--- src/hdl/sync_init_pkg.sv ---
package sync_init_pkg;
  // sync source select encodings
  localparam logic [1:0] SYNC_SRC_SE = 2'h0;
  localparam logic [1:0] SYNC_SRC_TS = 2'h1;
  localparam logic [1:0] SYNC_SRC_ALT = 2'h2;
  // link phase codes seen on the status output
  localparam logic [1:0] PHASE_IDLE = 2'h0;
  localparam logic [1:0] PHASE_CGS = 2'h1;
  localparam logic [1:0] PHASE_ILAS = 2'h3;
  localparam logic [1:0] PHASE_DATA = 2'h2;
  // default lane alignment sequence length in clock cycles
  localparam int ILAS_CYCLES = 64;
  localparam int LANES = 8;
endpackage : sync_init_pkg

--- src/hdl/serial_link_sync_init_control.sv ---
`timescale 1ns/1ps
// How it works
// - single-ended sync pin is active-low link start, 8B/10B, select 0
// - in 64B/66B every sync input is ignored, no handshake
// - selected sync low in 8B/10B starts code group synchronization
// - sync released high after sync starts lane alignment sequence
// - sysref aligns internal timing for deterministic latency
// - sysref receiver off: powered down and input ignored
// - timestamp receiver off at 0: powered down, input ignored
// - timestamp pair selectable as alternate active-low sync source
module serial_link_sync_init_control #(
  parameter int LANES = sync_init_pkg::LANES,
  parameter int ILAS_CYCLES = sync_init_pkg::ILAS_CYCLES
) (
  // clock and reset
  input wire logic clk_i,
  input wire logic rst_n_i,
  // configuration
  input wire logic link_en_i,
  input wire logic enc_64b66b_i,
  input wire logic [1:0] sync_sel_i,
  input wire logic [LANES-1:0] lane_active_i,
  input wire logic sysref_receiver_on_i,
  input wire logic timestamp_receiver_on_i,
  // pins, already resolved to logic levels
  input wire logic single_ended_sync_pin_i,
  input wire logic alt_diff_sync_pin_i,
  input wire logic timestamp_pair_i,
  input wire logic sysref_i,
  // link outputs
  output logic [LANES-1:0] lane_send_cgs_o,
  output logic [LANES-1:0] lane_send_ilas_o,
  output logic [LANES-1:0] lane_send_data_o,
  output logic [1:0] phase_o,
  output logic lmfc_align_o,
  output logic timestamp_o,
  output logic sysref_rx_pd_o,
  output logic timestamp_rx_pd_o
);

  typedef enum logic [1:0] {
    ST_IDLE = sync_init_pkg::PHASE_IDLE,
    ST_CGS = sync_init_pkg::PHASE_CGS,
    ST_ILAS = sync_init_pkg::PHASE_ILAS,
    ST_DATA = sync_init_pkg::PHASE_DATA
  } link_state_t;

  localparam int CW = $clog2(ILAS_CYCLES + 1);
  localparam logic [CW-1:0] ILAS_LAST = CW'(ILAS_CYCLES - 1);

  link_state_t state_reg;
  link_state_t state_next;
  logic [CW-1:0] cnt_reg;
  logic [CW-1:0] cnt_next;
  logic sync_n;
  logic sref_reg;
  logic sref_next;
  logic align_reg;
  logic align_next;
  logic ts_reg;
  logic ts_next;
  logic [LANES-1:0] cgs_reg;
  logic [LANES-1:0] cgs_next;
  logic [LANES-1:0] ilas_reg;
  logic [LANES-1:0] ilas_next;
  logic [LANES-1:0] data_reg;
  logic [LANES-1:0] data_next;
  logic cgs_on;
  logic ilas_on;
  logic data_on;

  // one decode shared by the three lane groups
  function automatic logic in_phase(
    input link_state_t s,
    input link_state_t want
  );
    in_phase = (s == want);
  endfunction : in_phase

  // sync mux; a powered-down timestamp receiver reads as released (high)
  always_comb
  begin
    unique case (sync_sel_i)
      sync_init_pkg::SYNC_SRC_SE: sync_n = single_ended_sync_pin_i;
      sync_init_pkg::SYNC_SRC_TS:
        sync_n = timestamp_receiver_on_i ? timestamp_pair_i : 1'b1;
      sync_init_pkg::SYNC_SRC_ALT: sync_n = alt_diff_sync_pin_i;
      default: sync_n = 1'b1;
    endcase
  end

  always_comb
  begin
    state_next = state_reg;
    cnt_next = cnt_reg;
    if (!link_en_i)
    begin
      state_next = ST_IDLE;
    end
    else if (enc_64b66b_i)
    begin
      // no handshake at all in this encoding
      state_next = ST_DATA;
    end
    else if (!sync_n)
    begin
      // resync request from any phase restarts sync characters
      state_next = ST_CGS;
    end
    else
    begin
      unique case (state_reg)
        ST_IDLE: state_next = ST_IDLE;
        ST_CGS:
        begin
          state_next = ST_ILAS;
          cnt_next = '0;
        end
        ST_ILAS:
        begin
          cnt_next = cnt_reg + CW'(1);
          if (cnt_reg == ILAS_LAST)
            state_next = ST_DATA;
        end
        ST_DATA: state_next = ST_DATA;
      endcase
    end
  end

  // sysref edge marks the multiframe boundary; ignored when receiver is off
  always_comb
  begin
    sref_next = sysref_receiver_on_i & sysref_i;
    align_next = sysref_receiver_on_i & sysref_i & ~sref_reg;
  end

  // timestamp blanked while the pair carries the sync request
  always_comb
  begin
    ts_next = timestamp_receiver_on_i & timestamp_pair_i
      & (sync_sel_i != sync_init_pkg::SYNC_SRC_TS);
  end

  // flags from the next state so lanes switch together with phase_o
  always_comb
  begin
    cgs_on = in_phase(state_next, ST_CGS);
    ilas_on = in_phase(state_next, ST_ILAS);
    data_on = in_phase(state_next, ST_DATA);
  end

  // an inactive lane stays silent in every phase
  for (genvar lane = 0; lane < LANES; lane++)
  begin : g_lane
    assign cgs_next[lane] = cgs_on & lane_active_i[lane];
    assign ilas_next[lane] = ilas_on & lane_active_i[lane];
    assign data_next[lane] = data_on & lane_active_i[lane];
  end

  always_ff @(posedge clk_i)
  begin
    if (!rst_n_i)
    begin
      state_reg <= ST_IDLE;
      cnt_reg <= '0;
    end
    else
    begin
      state_reg <= state_next;
      cnt_reg <= cnt_next;
    end
  end

  always_ff @(posedge clk_i)
  begin
    if (!rst_n_i)
    begin
      sref_reg <= 1'b0;
      align_reg <= 1'b0;
    end
    else
    begin
      sref_reg <= sref_next;
      align_reg <= align_next;
    end
  end

  always_ff @(posedge clk_i)
  begin
    if (!rst_n_i)
    begin
      ts_reg <= 1'b0;
    end
    else
    begin
      ts_reg <= ts_next;
    end
  end

  always_ff @(posedge clk_i)
  begin
    if (!rst_n_i)
    begin
      cgs_reg <= '0;
      ilas_reg <= '0;
      data_reg <= '0;
    end
    else
    begin
      cgs_reg <= cgs_next;
      ilas_reg <= ilas_next;
      data_reg <= data_next;
    end
  end

  assign lane_send_cgs_o = cgs_reg;
  assign lane_send_ilas_o = ilas_reg;
  assign lane_send_data_o = data_reg;
  assign phase_o = state_reg;
  assign lmfc_align_o = align_reg;
  assign timestamp_o = ts_reg;
  // power-down straight from the enables, no pipeline needed
  assign sysref_rx_pd_o = ~sysref_receiver_on_i;
  assign timestamp_rx_pd_o = ~timestamp_receiver_on_i;

endmodule : serial_link_sync_init_control

--- config.mk ---
export PLATFORM = sky130hd
export DESIGN_NAME = serial_link_sync_init_control
export DESIGN_NICKNAME = d
export VERILOG_FILES = /design/src/hdl/sync_init_pkg.sv /design/src/hdl/serial_link_sync_init_control.sv
export SDC_FILE = /design/constraint.sdc
export NUM_CORES = 1
export LEC_CHECK = 0
export BUFFER_PORTS_ARGS = -buffer_cell sky130_fd_sc_hd__buf_2
export CORE_ASPECT_RATIO = 1.1
export CORE_MARGIN = 3
export CORE_UTILIZATION = 30
export DETAILED_ROUTE_END_ITERATION = 16
export PLACE_DENSITY_LB_ADDON = 0.05
export SYNTH_ARGS = -nofsm -noshare
export SYNTH_HDL_FRONTEND = slang
export SYNTH_SLANG_ARGS = --single-unit
--- constraint.sdc ---
create_clock -name clk_i -period 1.9 [get_ports clk_i]
set_input_delay 0.19 -clock clk_i [delete_from_list [all_inputs] [get_ports clk_i]]
set_output_delay 0.19 -clock clk_i [all_outputs]
set_load 0.005 [all_outputs]
==> impl_metrics.csv <==
group,metric,value,unit
outcome,outcome,"complete, no violations",
setup_path,cpMaxStageDelayCell,"a32oi_2",
final_layout,area_growth,30.4,%
sta,fin_crit,1.64,ns
sta,maxSlewHeadroom,68.6,%
synth,synth_warnings,0,
worst_hold_path,holdPathStages,2,
final_layout,drive_above_1_share,33.7,%
synth,synth_area_leaders,"dfxtp_1 56%, nor2_1 7.3%, nand3_1 4.3%",
clocking,cts_resized,0,
grt,grt_pass1_vias,1040,
drt,drt_iter0_drc,54,
setup_path,r2r-start,"cnt_reg[0]$_SDFFE_PN0P_",
power,max-vdd-ir-drop,0.000283,V
synth,syn_nets,157,
setup_path,crit_path_end_kind,"register",
synth,yosysSeqAreaShare,55.9,%
clocking,clock-sinks,36,
grt,grt_pass1_wl,4750,um
clocking,cts_max_level,2,
setup_path,crit_type,"register to register",
placed_design,port_buffers,49,
die,core_area,4050,um2
sta,fin_crit_sh,86.5,%
run,maxCapViolations,0,
clocking,path_clk_slew,0.07,ns
worst_hold_path,min-delay-start,"sysref_i",
synth,async_reset_ff_share,0,%
clocking,cts_tree,"built",
die,ios,50,
sta,hold_viol_final,0,
synth,synthCells,136,
sta,setup-violations-final,0,
setup_path,cp_max_fo,8,
die,die_area,5120,um2
synth,synth_top_area_share,55.9,%
final_layout,seqCellArea,721,um2
drt,viasPerCell,4.67,
setup_path,crit_chain,"ha_1, and3_1, a21bo_2, a32oi_2, nor2_1",
final_layout,nFillCells,435,
clocking,cts_setup_buffers,0,
die,fp-row-count,24,
die,die_width,68.5,um
synth,synth_ff_type,"dfxtp_1",
synth,yosysMostFrequentCell,"dfxtp_1",
drt,first_pass_iters,2,
power,power_density,850,nW/um2
drt,via_count,1130,
die,start_util,31.8,%
sta,drv_slew,0,
sta,setup_tns,0,ns
synth,synthDistinctLibCells,37,
setup_path,start_kind,"register",
placed_design,hpwl,2260,um
drt,wl,3070,um
power,finalPower,1430,uW
worst_hold_path,hp-class,"input pin to register",
synth,synth-seq-cells,36,
clocking,cts_buffers,5,
synth,synth_area_leader_cell,"dfxtp_1",
grt,grtUsageTotal,12.8,%
clocking,clockBufferDepth,2,
synth,synth-edff-count,0,
grt,grt_max_degree,25,
setup_path,arrival,1.80,ns
setup_path,slowest_delay,0.44,ns
drt,drc,0,
sta,rsz0062_at_grt,"no",
setup_path,r2r_cells,5,
clocking,cts-root-buf,"clkbuf_8",
placed_design,gp_congestion,0.786,
drt,wire_per_inst,12.7,um
final_layout,nets,210,
grt,grt_overflow,0,
clocking,cts_hold_buf,0,
synth,synthesis.area,1290,um2
setup_path,rr_endpoint,"lane_send_data_o[4]$_SDFF_PN0_",
final_layout,diodes,0,
die,die_y,74.7,um
clocking,clk_latency,0.28,ns
setup_path,crit_required,2.05,ns
setup_path,r2r_setup_slack,0.26,ns
synth,syn_area_per_cell,9.48,um2
grt,grt_antenna_before_repair,0,
sta,tightest_slew,0.472,ns
sta,fin_skew,0.00429,ns
power,cellLeakagePower,0.000768,uW
final_layout,multiInputGateArea,533,um2
sta,fmax,608,MHz
drt,antenna_left,0,
worst_hold_path,hold_path_end,"sref_reg$_SDFF_PN0_",
synth,synthTopCellsByCount,"36 x dfxtp_1, 25 x nor2_1, 14 x nand2_1, 11 x nand3_1, 6 x inv_1",
[worst max-delay path, delay by kind of cell, from the launching register on]
family | cells | cell delay, ns
flip-flops | 1 | 0.34
adder cells (fa/ha/maj) | 1 | 0.24
AO/OA/AOI/OAI | 2 | 0.65
AND/OR/NAND/NOR | 2 | 0.30
[cell type report]
cell class                 instances  share of cell area [%]
sequential                        36                    42.9
tap                               52                    3.87
clock inverter                     1                   0.447
timing repair buffer              49                    14.6
clock buffer                       7                    5.14
inverter                           6                    1.34
multi-input combinational         91                    31.7
[worst max-delay path by stage]
| stage | startpoint | endpoint | cells past startpoint |
|---|---|---|---|
| 5_1_grt | cnt_reg[0]$_SDFFE_PN0P_ | lane_send_data_o[5]$_SDFF_PN0_ | 5 |
| 6_report | cnt_reg[0]$_SDFFE_PN0P_ | lane_send_data_o[4]$_SDFF_PN0_ | 5 |
| 3_5_place_dp | cnt_reg[0]$_SDFFE_PN0P_ | lane_send_data_o[4]$_SDFF_PN0_ | 5 |
| 3_3_place_gp | cnt_reg[0]$_SDFFE_PN0P_ | lane_send_data_o[3]$_SDFF_PN0_ | 5 |
| 4_1_cts | cnt_reg[0]$_SDFFE_PN0P_ | lane_send_data_o[4]$_SDFF_PN0_ | 5 |
| 2_1_floorplan | cnt_reg[0]$_SDFFE_PN0P_ | cnt_reg[6]$_SDFFE_PN0P_ | 5 |
[kinds of logic (layout without fill, tap and decap cells)]
logic type / after synthesis / in the layout / share of synthesized area (%)
compound gates: 24 / 24 / 15.7
buf+inv: 9 / 63 / 2.72
flops: 36 / 36 / 55.9
fa+ha+maj: 1 / 1 / 0.971
simple gates: 66 / 66 / 24.7
[layout by cell type (no fill, tap or decap), drive strengths merged, types with 2 or more instances in the layout]
master	instances
nand3b	2
clkbuf	7
and3	3
a32o	4
nand3	11
and3b	2
dfxtp	36
o21ai	5
inv	6
nand2	14
buf	49
nor3b	3
a21oi	4
o31ai	2
nor2	26
[stage by stage]
step / hold WS, ns / worst slack, ns / instance area [um2] / std cells / util (%)
CTS: 0.143 / 0.261 / 1680 / 242 / 41.5
finish: 0.151 / 0.256 / 1680 / 242 / 41.5
global route: 0.144 / 0.171 / 1680 / 242 / 41.5
global placement: 0.373 / 0.295 / 1590 / 234 / 39.1
floorplan: 0.282 / 0.440 / 1290 / 136 / -
detailed placement: 0.389 / 0.295 / 1590 / 234 / 39.1
[metal layers]
layer	part of all wire, %	vias to the layer above	track usage (%)
li1	-	573	-
met1	42	521	14.0
met2	50	29	22.3
met3	6.5	7	4.63
met4	1.6	0	5.30
met5	0	-	0
[power by group]
| group | leakage, uW | internal [uW] | switching [uW] |
|---|---|---|---|
| Sequential | 0.000292 | 767 | 6.64 |
| Clock | 0.0000445 | 294 | 259 |
| Combinational | 0.000432 | 42.8 | 59.2 |
| Total | 0.000768 | 1100 | 324 |
Note: power is estimated with default switching activity, not from simulation.
